## config.mk

```make
export PLATFORM = sky130hd
export DESIGN_NAME = cpwm_channel
export DESIGN_NICKNAME = d
export VERILOG_FILES = /design/src/core/cpwm_pkg.sv /design/src/core/cpwm_channel.sv
export VERILOG_INCLUDE_DIRS = /design/src /design/src/core
export SDC_FILE = /design/constraint.sdc
export NUM_CORES = 1
export LEC_CHECK = 0
export ABC_AREA = 0
export ABC_CLOCK_PERIOD_IN_PS = 2500
export BUFFER_PORTS_ARGS = -buffer_cell sky130_fd_sc_hd__buf_2
export CORE_MARGIN = 2
export CORE_UTILIZATION = 50
export CTS_CLUSTER_SIZE = 24
export DETAILED_ROUTE_END_ITERATION = 8
export PLACE_DENSITY = 0.78
export SLEW_MARGIN = 20
export SYNTH_ARGS = -nofsm -noshare
export SYNTH_HDL_FRONTEND = slang
export SYNTH_SLANG_ARGS = --single-unit
```

## constraint.sdc

```tcl
create_clock -name pclk -period 2.5 [get_ports pclk]
set_clock_uncertainty 0.05 [all_clocks]
set_input_delay 0 -clock pclk [delete_from_list [all_inputs] [get_ports pclk]]
set_output_delay 0 -clock pclk [all_outputs]
set_load 0.01 [all_outputs]
```

## src/core/cpwm_cfg.svh

```systemverilog
`ifndef CPWM_CFG_SVH
`define CPWM_CFG_SVH

// ----------------------------------------------------------------
// register byte offsets
// ----------------------------------------------------------------
`define CPWM_OFS_CTRL      8'h00
`define CPWM_OFS_MODE      8'h04
`define CPWM_OFS_CMP_LO    8'h08
`define CPWM_OFS_CMP_HI    8'h0C
`define CPWM_OFS_COUNT     8'h10
`define CPWM_OFS_IRQ_STAT  8'h14
`define CPWM_OFS_IRQ_CLR   8'h18
`define CPWM_OFS_IRQ_EN    8'h1C

// ----------------------------------------------------------------
// array_control_status fields
// ----------------------------------------------------------------
`define CPWM_CTRL_OVF_BIT  7
`define CPWM_CTRL_RUN_BIT  6
`define CPWM_CTRL_M0_BIT   0
`define CPWM_CTRL_RESET    8'h00

// ----------------------------------------------------------------
// interrupt status fields
// ----------------------------------------------------------------
`define CPWM_IRQ_OVF_BIT   0
`define CPWM_IRQ_MATCH_BIT 1

// ----------------------------------------------------------------
// other constants
// ----------------------------------------------------------------
`define CPWM_MODE_RESET    8'h00
`define CPWM_CNT_MAX       16'hFFFF
`define CPWM_CNT_RESET     16'h0000
`define CPWM_CMP_RESET     16'h0000

`endif

```

## src/core/cpwm_pkg.sv

```systemverilog
`default_nettype none

package cpwm_pkg;

    // module mode register layout, msb first
    typedef struct packed {
        logic wide_pwm_select_bit;
        logic compare_enable_bit;
        logic cap_pos;
        logic cap_neg;
        logic match_en;
        logic toggle_en;
        logic pwm_enable_bit;
        logic match_irq_en;
    } cpwm_mode_type;

    typedef struct packed {
        logic       sel;
        logic       enable;
        logic       write;
        logic [7:0] addr;
        logic [31:0] wdata;
    } cpwm_apb_req_type;

endpackage : cpwm_pkg

`default_nettype wire

```

## src/core/cpwm_channel.sv

```systemverilog
`timescale 1ns/100ps
`default_nettype none
`include "cpwm_cfg.svh"

// Function
// - compare value counts timebase clocks of the low part of each period.
// - output goes high on counter match, low on counter overflow.
// - wide pwm runs only with compare, pwm and wide select bits all set.
// - writing the low compare byte clears the compare enable bit.
// - writing the high compare byte sets the compare enable bit.
// - high fraction of the period is 65536 minus compare, over 65536.
// - overflow flag is set by hardware and only cleared by software.
// - a match sets the module flag and requests an interrupt if enabled.
// - module flag is not cleared on interrupt entry; software clears it.
module cpwm_channel (
    input  wire logic        pclk,              // system clock, 50 MHz
    input  wire logic        presetn,           // async reset, active low
    input  wire logic        psel,              // apb select
    input  wire logic        penable,           // apb access phase
    input  wire logic        pwrite,            // apb write
    input  wire logic [7:0]  paddr,             // apb byte address
    input  wire logic [31:0] pwdata,            // apb write data
    output logic      [31:0] prdata,            // apb read data
    output logic             pready,            // apb ready
    output logic             pslverr,           // apb error, unmapped
    output logic             module_output_pin, // pwm output
    output logic             irq                // level interrupt
);
    import cpwm_pkg::*;

    // ------------------------------------------------------------
    // state
    // ------------------------------------------------------------
    cpwm_apb_req_type req;
    cpwm_mode_type    mode_q;
    logic [7:0]       ctrl_q;
    logic [15:0]      cmp_q;
    logic [15:0]      cnt_q;
    logic [15:0]      cnt_d;
    logic [1:0]       irq_st_q;
    logic [1:0]       irq_en_q;
    logic [1:0]       irq_set;
    logic             pin_q;
    logic             irq_q;
    logic [31:0]      prdata_q;
    logic             pready_q;
    logic             pslverr_q;
    logic             run;
    logic             active;
    logic             tick;
    logic             ovf_evt;
    logic             match_evt;
    logic             wr;
    logic             setup;

    function automatic logic is_mapped(input logic [7:0] a);
        is_mapped = (a == `CPWM_OFS_CTRL) || (a == `CPWM_OFS_MODE) ||
                    (a == `CPWM_OFS_CMP_LO) || (a == `CPWM_OFS_CMP_HI) ||
                    (a == `CPWM_OFS_COUNT) || (a == `CPWM_OFS_IRQ_STAT) ||
                    (a == `CPWM_OFS_IRQ_CLR) || (a == `CPWM_OFS_IRQ_EN);
    endfunction : is_mapped

    function automatic logic wr_at(input cpwm_apb_req_type r, input logic [7:0] a);
        wr_at = r.sel && r.enable && r.write && (r.addr == a);
    endfunction : wr_at

    assign req    = '{sel: psel, enable: penable, write: pwrite, addr: paddr, wdata: pwdata};
    assign setup  = psel && !penable;
    assign wr     = psel && penable && pwrite && pready_q;

    // ------------------------------------------------------------
    // apb slave: one access cycle, data registered in setup
    // ------------------------------------------------------------
    always_ff @(posedge pclk or negedge presetn) begin
        if (!presetn) begin
            pready_q  <= 1'b0;
            pslverr_q <= 1'b0;
        end else begin
            pready_q  <= setup;
            pslverr_q <= setup && !is_mapped(paddr);
        end
    end

    always_ff @(posedge pclk or negedge presetn) begin
        if (!presetn) begin
            prdata_q <= 32'h00000000;
        end else if (setup && !pwrite) begin
            unique case (paddr)
                `CPWM_OFS_CTRL:     prdata_q <= {24'h000000, ctrl_q};
                `CPWM_OFS_MODE:     prdata_q <= {24'h000000, mode_q};
                `CPWM_OFS_CMP_LO:   prdata_q <= {24'h000000, cmp_q[7:0]};
                `CPWM_OFS_CMP_HI:   prdata_q <= {24'h000000, cmp_q[15:8]};
                `CPWM_OFS_COUNT:    prdata_q <= {16'h0000, cnt_q};
                `CPWM_OFS_IRQ_STAT: prdata_q <= {30'h0, irq_st_q};
                `CPWM_OFS_IRQ_EN:   prdata_q <= {30'h0, irq_en_q};
                default:            prdata_q <= 32'h00000000;
            endcase
        end
    end

    // ------------------------------------------------------------
    // counter timebase
    // ------------------------------------------------------------
    assign run  = ctrl_q[`CPWM_CTRL_RUN_BIT];
    assign tick = run;
    assign cnt_d = (cnt_q == `CPWM_CNT_MAX) ? `CPWM_CNT_RESET : cnt_q + 16'h0001;

    always_ff @(posedge pclk or negedge presetn) begin
        if (!presetn) begin
            cnt_q <= `CPWM_CNT_RESET;
        end else if (tick) begin
            cnt_q <= cnt_d;
        end
    end

    // ------------------------------------------------------------
    // mode and compare registers
    // ------------------------------------------------------------
    assign active = mode_q.compare_enable_bit && mode_q.pwm_enable_bit &&
                    mode_q.wide_pwm_select_bit;

    always_ff @(posedge pclk or negedge presetn) begin
        if (!presetn) begin
            mode_q <= `CPWM_MODE_RESET;
        end else if (wr && wr_at(req, `CPWM_OFS_MODE)) begin
            mode_q <= pwdata[7:0];
        end else if (wr && wr_at(req, `CPWM_OFS_CMP_LO)) begin
            mode_q.compare_enable_bit <= 1'b0;
        end else if (wr && wr_at(req, `CPWM_OFS_CMP_HI)) begin
            mode_q.compare_enable_bit <= 1'b1;
        end
    end

    always_ff @(posedge pclk or negedge presetn) begin
        if (!presetn) begin
            cmp_q <= `CPWM_CMP_RESET;
        end else if (wr && wr_at(req, `CPWM_OFS_CMP_LO)) begin
            cmp_q[7:0] <= pwdata[7:0];
        end else if (wr && wr_at(req, `CPWM_OFS_CMP_HI)) begin
            cmp_q[15:8] <= pwdata[7:0];
        end
    end

    // ------------------------------------------------------------
    // match and overflow events, on the count about to be shown
    // ------------------------------------------------------------
    assign ovf_evt   = tick && (cnt_q == `CPWM_CNT_MAX);
    assign match_evt = tick && active && (cnt_d == cmp_q);

    // low while count below compare, high from compare to wrap
    always_ff @(posedge pclk or negedge presetn) begin
        if (!presetn) begin
            pin_q <= 1'b0;
        end else if (!active) begin
            pin_q <= 1'b0;
        end else if (match_evt) begin
            pin_q <= 1'b1;
        end else if (ovf_evt) begin
            pin_q <= 1'b0;
        end
    end

    // ------------------------------------------------------------
    // control/status: software r/w, hardware set wins
    // ------------------------------------------------------------
    always_ff @(posedge pclk or negedge presetn) begin
        if (!presetn) begin
            ctrl_q <= `CPWM_CTRL_RESET;
        end else begin
            if (wr && wr_at(req, `CPWM_OFS_CTRL)) begin
                ctrl_q <= pwdata[7:0];
            end
            if (ovf_evt) begin
                ctrl_q[`CPWM_CTRL_OVF_BIT] <= 1'b1;
            end
            if (match_evt) begin
                ctrl_q[`CPWM_CTRL_M0_BIT] <= 1'b1;
            end
        end
    end

    // ------------------------------------------------------------
    // interrupt status, clear and enable
    // ------------------------------------------------------------
    assign irq_set[`CPWM_IRQ_OVF_BIT]   = ovf_evt;
    assign irq_set[`CPWM_IRQ_MATCH_BIT] = match_evt && mode_q.match_irq_en;

    always_ff @(posedge pclk or negedge presetn) begin
        if (!presetn) begin
            irq_st_q <= 2'h0;
        end else if (wr && wr_at(req, `CPWM_OFS_IRQ_CLR)) begin
            irq_st_q <= (irq_st_q & ~pwdata[1:0]) | irq_set;
        end else begin
            irq_st_q <= irq_st_q | irq_set;
        end
    end

    always_ff @(posedge pclk or negedge presetn) begin
        if (!presetn) begin
            irq_en_q <= 2'h0;
        end else if (wr && wr_at(req, `CPWM_OFS_IRQ_EN)) begin
            irq_en_q <= pwdata[1:0];
        end
    end

    always_ff @(posedge pclk or negedge presetn) begin
        if (!presetn) begin
            irq_q <= 1'b0;
        end else begin
            irq_q <= |(irq_st_q & irq_en_q);
        end
    end

    assign prdata            = prdata_q;
    assign pready            = pready_q;
    assign pslverr           = pslverr_q;
    assign module_output_pin = pin_q;
    assign irq               = irq_q;
endmodule : cpwm_channel
`default_nettype wire

```

==> results of run 1 <==
cell usage after synthesis (all sizes together) (3+ instances only):
library cell	instances
nor4	3
or3	3
mux4	3
a22oi	7
a31oi	6
a22o	9
nor2b	6
a211oi	3
xor2	7
nand2	38
dfrtp	72
clkbuf	13
mux2	32
mux2i	8
a21oi	9
and4	4
and3	3
nor2	15
xnor2	14
nand4	9
inv	7
or4	3
nor3	7
o31ai	3
buf	28
o21ai	28
and2	3
nand3	21
flip-flops by register name, indices dropped and copies added (netlist names):
name and count:
prdata 16, mode_q 8, pslverr 1, ctrl_q 8, pready 1, irq 1
cmp_q 16, irq_en_q 2, module_output_pin 1, irq_st_q 2, cnt_q 16
cell type report:
class / count / share of cell area, %
repair buffers: 81 / 11.4
well taps: 102 / 2.66
multi-input cells: 289 / 43.3
inverters: 7 / 0.547
clock inverters: 7 / 1.98
clock buffers: 9 / 2.58
flip-flops and latches: 72 / 37.5
power breakdown:
part / leakage, nW / total, mW / internal, mW / switching, mW
registers: 0.978 / 1.17 / 1.17 / 0.00455
clock network: 0.110 / 1.02 / 0.563 / 0.458
logic: 1.16 / 0.149 / 0.0537 / 0.0957
worst register-to-register path, stage by stage (launching register included):
cell	delay (ps)
dfrtp_1	400
buf_4	210
and4_1	240
nand3_1	160
xor2_1	210
or4b_1	520
o311ai_1	100
buf_4	170
nand4_2	80
nand3_1	100
timing repair:
action,4_1_cts,5_1_grt
hold buffers,11,0
setup buffers,0,0
hold endpoints to repair,110,0
gates resized for setup,0,0
routing by layer:
layer	up-vias	track usage [%]	wire length, um
met5	-	0	0
met4	0	9.30	170
met3	14	4.23	564
met2	126	38.2	4930
met1	1625	31.9	4300
li1	1543	-	-
stage by stage:
stage	power (mW)	util, %	worst slack, ps	cells	hold WS (ps)
final	2.34	61.5	187	567	27.1
after global routing	2.42	61.5	38.5	567	42.0
after CTS	2.36	61.5	195	567	16.2
after detailed placement	1.33	57.3	211	540	13.4
after global placement	1.33	57.3	269	540	4.81
after floorplan	1.28	-	92.1	409	-346
path summary, 6_finish.rpt:
| path | startpoint | to |
|---|---|---|
| worst min register to register | prdata[4] | prdata[4] |
| min in group asynchronous | presetn | cnt_q[8] |
| worst min-delay path | psel | pslverr |
| max in group asynchronous | presetn | pslverr |
| worst max-delay path | cnt_q[4] | ctrl_q[0] |
| worst max register to register | cnt_q[4] | ctrl_q[0] |
cells by family (layout without fill, tap and decap cells):
group | Yosys count | after routing | share of synthesized area [%]
DFF | 72 | 72 | 44.1
xor gates and xnor gates | 22 | 22 | 5.05
and+or+nand+nor | 127 | 127 | 18.4
muxes | 43 | 43 | 12.4
buffers and inverters | 48 | 104 | 6.43
AOI/OAI and AO/OA | 80 | 80 | 13.3
other | 1 | 16 | 0.0917
adders and majority gates | 1 | 1 | 0.306
==> summary.log, run 1 <==
[critical_path] Crit. End Element flip-flop
[route] final antenna-violating net count 0
[final_layout] most common cell after layout, fill and taps aside dfrtp_1
[final_layout] area grow syn2layout 17.5%
[global_routing] wire length of the first global-routing pass 16000 um
[sta] count of final hold-check violations 0
[clocking] CTS tree built
[placement] standard cell area after detailed placement 0.00447 mm^2
[critical_path] worst-path maximum fanout 11
[clocking] Clk Latency, worst-skew pair 350 ps
[critical_path] startpoint types flip-flop
[sta] Final Slew Violations 0
[sta] unrepaired setup endpoints after global routing false
[clocking] clock buffer count from CTS 9
[synthesis] sequential area share after synthesis 44.1%
[route] DR vias/cell 5.83
[synthesis] post-synthesis register bit count 72
[synthesis] area of the mapped netlist 0.00409 mm^2
[synthesis] number of distinct library cells after synthesis 64
[critical_path] CP Data Required Time 2740 ps
[floorplanning] number of placed I/O pins 81
[floorplanning] floorplan die area 0.00892 mm^2
[route] number of violations reported at the end of detailed-routing iteration 0 222
[synthesis] asr flop ratio synth 100%
[global_routing] maximum number of pins on one net before global-route repair 73
[hold_path] hold depth 3
[floorplanning] number of core rows 32
[synthesis] gate count of the mapped netlist 394
[synthesis] Post-synth EDFFs 0
[global_routing] Overall Global Routing Usage 23.7%
[critical_path] number of cells on the critical path 9
[clocking] CTS H-tree depth 3
[critical_path] ordered cell list for the critical path buf_4 -> and4_1 -> nand3_1 -> xor2_1 -> or4b_1 -> o311ai_1 -> buf_4 -> nand4_2 -> nand3_1
[final_layout] area used by multi-input combinational logic 0.00208 mm^2
[global_routing] via count of the first global-routing pass 3131
[synthesis] Synth Warn # 0
[placement] # port buffers 40
[clocking] clock sink count 72
[critical_path] largest stage delay on the critical path 520 ps
[route] Detailed Routing Iterations Pass 1 4
[power_and_ir_drop] Pwr Density 488 mW/mm^2
[synthesis] cell accounting for the most synthesized area dfrtp_1
[clocking] clock root buffer clkbuf_8
[final_layout] number of diodes added for antenna fixing 0
[critical_path] Slowest-stage cell, CP or4b_1
[sta] transition at the pin with the smallest max-transition slack 821 ps
[final_layout] count of nets after finishing 506
[placement] DPL Wire Length 7280 um
[flow_run] maxcap violations 0
[critical_path] number of buffer and inverter instances along the worst setup path 2
[synthesis] Synth area leaders dfrtp_1, mux2_2, nand2_1, o21ai_0, xnor2_1
[final_layout] post-route design area 0.00480 mm^2
[synthesis] portion of synthesized cell area occupied by the leading cell type 44.1%
[sta] Relative slew margins 45.0%
[final_layout] final-layout fill cell count 637
[sta] highest clock frequency the design can meet 432 MHz
[route] DR DRC count 0
[route] total routed wirelength 9960 um
[synthesis] mean area per synthesized cell 10.4 um^2
[power_and_ir_drop] Worst IR Drop VDD 0.292 mV
[clocking] Clock Tree Buf Depth 2
[floorplanning] Die Y 94.4 um
[route] wire length per cell after detailed routing 17.6 um
[sta] post-route fraction of the period consumed by the critical path 92.5%
[global_routing] initial antenna violation count 0
[sta] post-layout min period 2310 ps
[synthesis] Most used DFF post-synth dfrtp_1
[final_layout] area used by sequential logic in the layout 0.00180 mm^2
[route] overall via count from detail_route 3308
[critical_path] data arrival at the endpoint of the critical path 2560 ps
[sta] Sum Neg Setup Slack 0 ps
[placement] global placer's final weighted congestion 0.896
[sta] # setup viols final 0
[final_layout] highest-count cells in the layout ignoring fill and taps dfrtp_1, buf_2, nand2_1
[floorplanning] effective utilization at floorplan 52.4%
[clocking] clock edge transition at the registers on the reported setup and hold paths 80 ps
[floorplanning] die boundary width 94.4 um
[critical_path] classification of the worst setup path flip-flop to flip-flop
[outcome] result of the run complete, no violations
[floorplanning] Core Area 0.00781 mm^2
[critical_path] reg2reg setup slack 190 ps
[final_layout] share of final-layout standard cells stronger than drive strength 1 28.8%
[global_routing] remaining global-route overflow 0
[power_and_ir_drop] Pleak 2.25 nW
[critical_path] worst reg2reg path depth 9
[critical_path] family of cells with the greatest summed delay on the critical path simple AND/OR/NAND/NOR gates
[hold_path] worst min-delay path class input port to flip-flop
(Power assumes the default switching activity.)
==> inputs of run 2 (changes only) <==
==> constraint.sdc (replaced) <==
create_clock -name pclk -period 2.5 [get_ports pclk]
set_clock_uncertainty 0.05 [all_clocks]
set_input_delay 0.375 -clock pclk [delete_from_list [all_inputs] [get_ports pclk]]
set_output_delay 0.375 -clock pclk [all_outputs]
set_load 0.01 [all_outputs]
==> summary.log, run 2 (synthesis gave the netlist of run 1 again) <==
[clocking] Clk Latency, worst-skew pair 350 ps [about the same]
[power_and_ir_drop] Pleak 2.22 nW [was 2.25 nW]
[floorplanning] number of placed I/O pins 81 [unchanged]
[global_routing] wire length of the first global-routing pass 16300 um [was 16000 um]
[route] number of violations reported at the end of detailed-routing iteration 0 234 [was 222]
[clocking] clock edge transition at the registers on the reported setup and hold paths 80 ps [about the same]
[clocking] CTS tree built [unchanged]
[power_and_ir_drop] Pwr Density 496 mW/mm^2 [was 488 mW/mm^2]
[power_and_ir_drop] Worst IR Drop VDD 0.323 mV [was 0.292 mV]
[final_layout] share of final-layout standard cells stronger than drive strength 1 30.1% [was 28.8%]
[clocking] clock root buffer clkbuf_8 [unchanged]
[placement] DPL Wire Length 7470 um [was 7280 um]
[sta] post-layout min period 2360 ps [was 2310 ps]
[critical_path] startpoint types flip-flop [unchanged]
[sta] Relative slew margins 56.3% [was 45.0%]
[sta] Sum Neg Setup Slack 0 ps [unchanged]
[final_layout] final-layout fill cell count 641 [was 637]
[final_layout] area grow syn2layout 15.4% [was 17.5%]
[floorplanning] Die Y 94.4 um [unchanged]
[placement] # port buffers 40 [unchanged]
[sta] post-route fraction of the period consumed by the critical path 94.6% [was 92.5%]
[global_routing] initial antenna violation count 0 [unchanged]
[sta] unrepaired setup endpoints after global routing false [unchanged]
[floorplanning] effective utilization at floorplan 52.4% [unchanged]
[sta] count of final hold-check violations 0 [unchanged]
[route] DR DRC count 0 [unchanged]
[sta] highest clock frequency the design can meet 423 MHz [was 432 MHz]
[final_layout] most common cell after layout, fill and taps aside dfrtp_1 [unchanged]
[sta] Final Slew Violations 0 [unchanged]
[global_routing] Overall Global Routing Usage 24.1% [was 23.7%]
[route] DR vias/cell 5.93 [was 5.83]
[sta] transition at the pin with the smallest max-transition slack 655 ps [was 821 ps]
[route] wire length per cell after detailed routing 17.7 um [was 17.6 um]
[route] final antenna-violating net count 0 [unchanged]
[critical_path] CP Data Required Time 2740 ps [about the same]
[route] Detailed Routing Iterations Pass 1 5 [was 4]
[global_routing] remaining global-route overflow 0 [unchanged]
[clocking] CTS H-tree depth 3 [unchanged]
[sta] # setup viols final 0 [unchanged]
[route] overall via count from detail_route 3326 [was 3308]
[placement] global placer's final weighted congestion 0.877 [was 0.896]
[clocking] PostCTS Resize Cnt 0 [unchanged]
[clocking] clock buffer count from CTS 9 [unchanged]
[floorplanning] die boundary width 94.4 um [unchanged]
[clocking] postcts setup bufs 0 [unchanged]
[clocking] clock sink count 72 [unchanged]
[critical_path] worst-path maximum fanout 5 [was 11]
[outcome] result of the run complete, no violations [unchanged]
[floorplanning] number of core rows 32 [unchanged]
[final_layout] highest-count cells in the layout ignoring fill and taps dfrtp_1, buf_2, nand2_1 [unchanged]
[sta] worst-case hold slack 21.1 ps [was 27.1 ps]
[clocking] Clock Tree Buf Depth 2 [unchanged]
[final_layout] count of nets after finishing 500 [was 506]
[global_routing] via count of the first global-routing pass 3219 [was 3131]
[flow_run] maxcap violations 0 [unchanged]
[hold_path] worst min-delay path class input port to asynchronous set/reset pin [was input port to flip-flop]
[critical_path] data arrival at the endpoint of the critical path 2600 ps [was 2560 ps]
[floorplanning] Core Area 0.00781 mm^2 [unchanged]
[route] total routed wirelength 9950 um [was 9960 um]
[global_routing] maximum number of pins on one net before global-route repair 39 [was 73]
[final_layout] number of diodes added for antenna fixing 0 [unchanged]
[critical_path] classification of the worst setup path flip-flop to flip-flop [unchanged]
[floorplanning] floorplan die area 0.00892 mm^2 [unchanged]
[critical_path] Crit. End Element flip-flop [unchanged]
[clocking] hold-fix buffer count after cts 0 [was 11]
-- run 2: changes by cell type in the layout (fill, tap and decap cells not counted) --
cell / delta
buf_12: -1
buf_4: +6
clkbuf_1: +1
clkinv_2: -1
clkinv_4: +1
clkinvlp_4: -1
dlygate4sd3_1: -11
-- run 2: critical path, cell delays in order (launching register included) --
cell and delay [ps]:
dfrtp_1 430, nand4_1 200, or4_4 480, xnor3_1 180, or4b_1 470, o311ai_1 110, buf_4 190, nand4_2 90
nand3_1 100
-- run 2: routing by layer --
metal	global-route usage, %	routed length, um	share of wire, %
met4	10.3	292	2.9
met3	5.35	706	7.1
met2	37.0	4640	47
met1	33.0	4310	43
met5	0	0	0
-- run 2: path summary, 6_finish.rpt --
path / from / to / slack [ps] / cells after the start
max in group asynchronous: presetn / cmp_q[4] / 2010 / 2
setup reg to reg: cnt_q[0] / ctrl_q[0] / 140 / 8
hold / removal: presetn / cmp_q[10] / 20 / 2
hold reg to reg: prdata[3] / prdata[3] / 430 / 2
min in group pclk: penable / pready / 160 / 2
setup / recovery: cnt_q[0] / ctrl_q[0] / 140 / 8
-- run 2: cell type report --
| type | count | area (um^2) | share of cell area (%) |
|---|---|---|---|
| Clock inverter | 6 | 91.3 | 1.94 |
| Tap cell | 102 | 128 | 2.70 |
| Clock buffer | 10 | 128 | 2.70 |
| Timing Repair Buffer | 75 | 463 | 9.81 |
| Sequential cell | 72 | 1800 | 38.2 |
| Multi-Input combinational cell | 289 | 2080 | 44.1 |
| Inverter | 7 | 26.3 | 0.557 |
-- run 2: through the flow --
| step | power, mW | std cells | area (um^2) | setup WS [ps] | util, % |
|---|---|---|---|---|---|
| after global routing | 2.44 | 561 | 4720 | 12.4 | 60.4 |
| after CTS | 2.36 | 561 | 4720 | 157 | 60.4 |
| after global placement | 1.33 | 545 | 4500 | 215 | 57.6 |
| after detailed placement | 1.33 | 545 | 4500 | 176 | 57.6 |
| final | 2.34 | 561 | 4720 | 136 | 60.4 |
| after floorplan | 1.28 | 409 | 4150 | 92.1 | - |
-- run 2: power by group --
group	total (mW)	switching [mW]	leakage, nW	internal, mW
logic	0.135	0.0930	1.13	0.0423
registers	1.18	0.00612	0.978	1.17
clock network	1.03	0.461	0.111	0.568
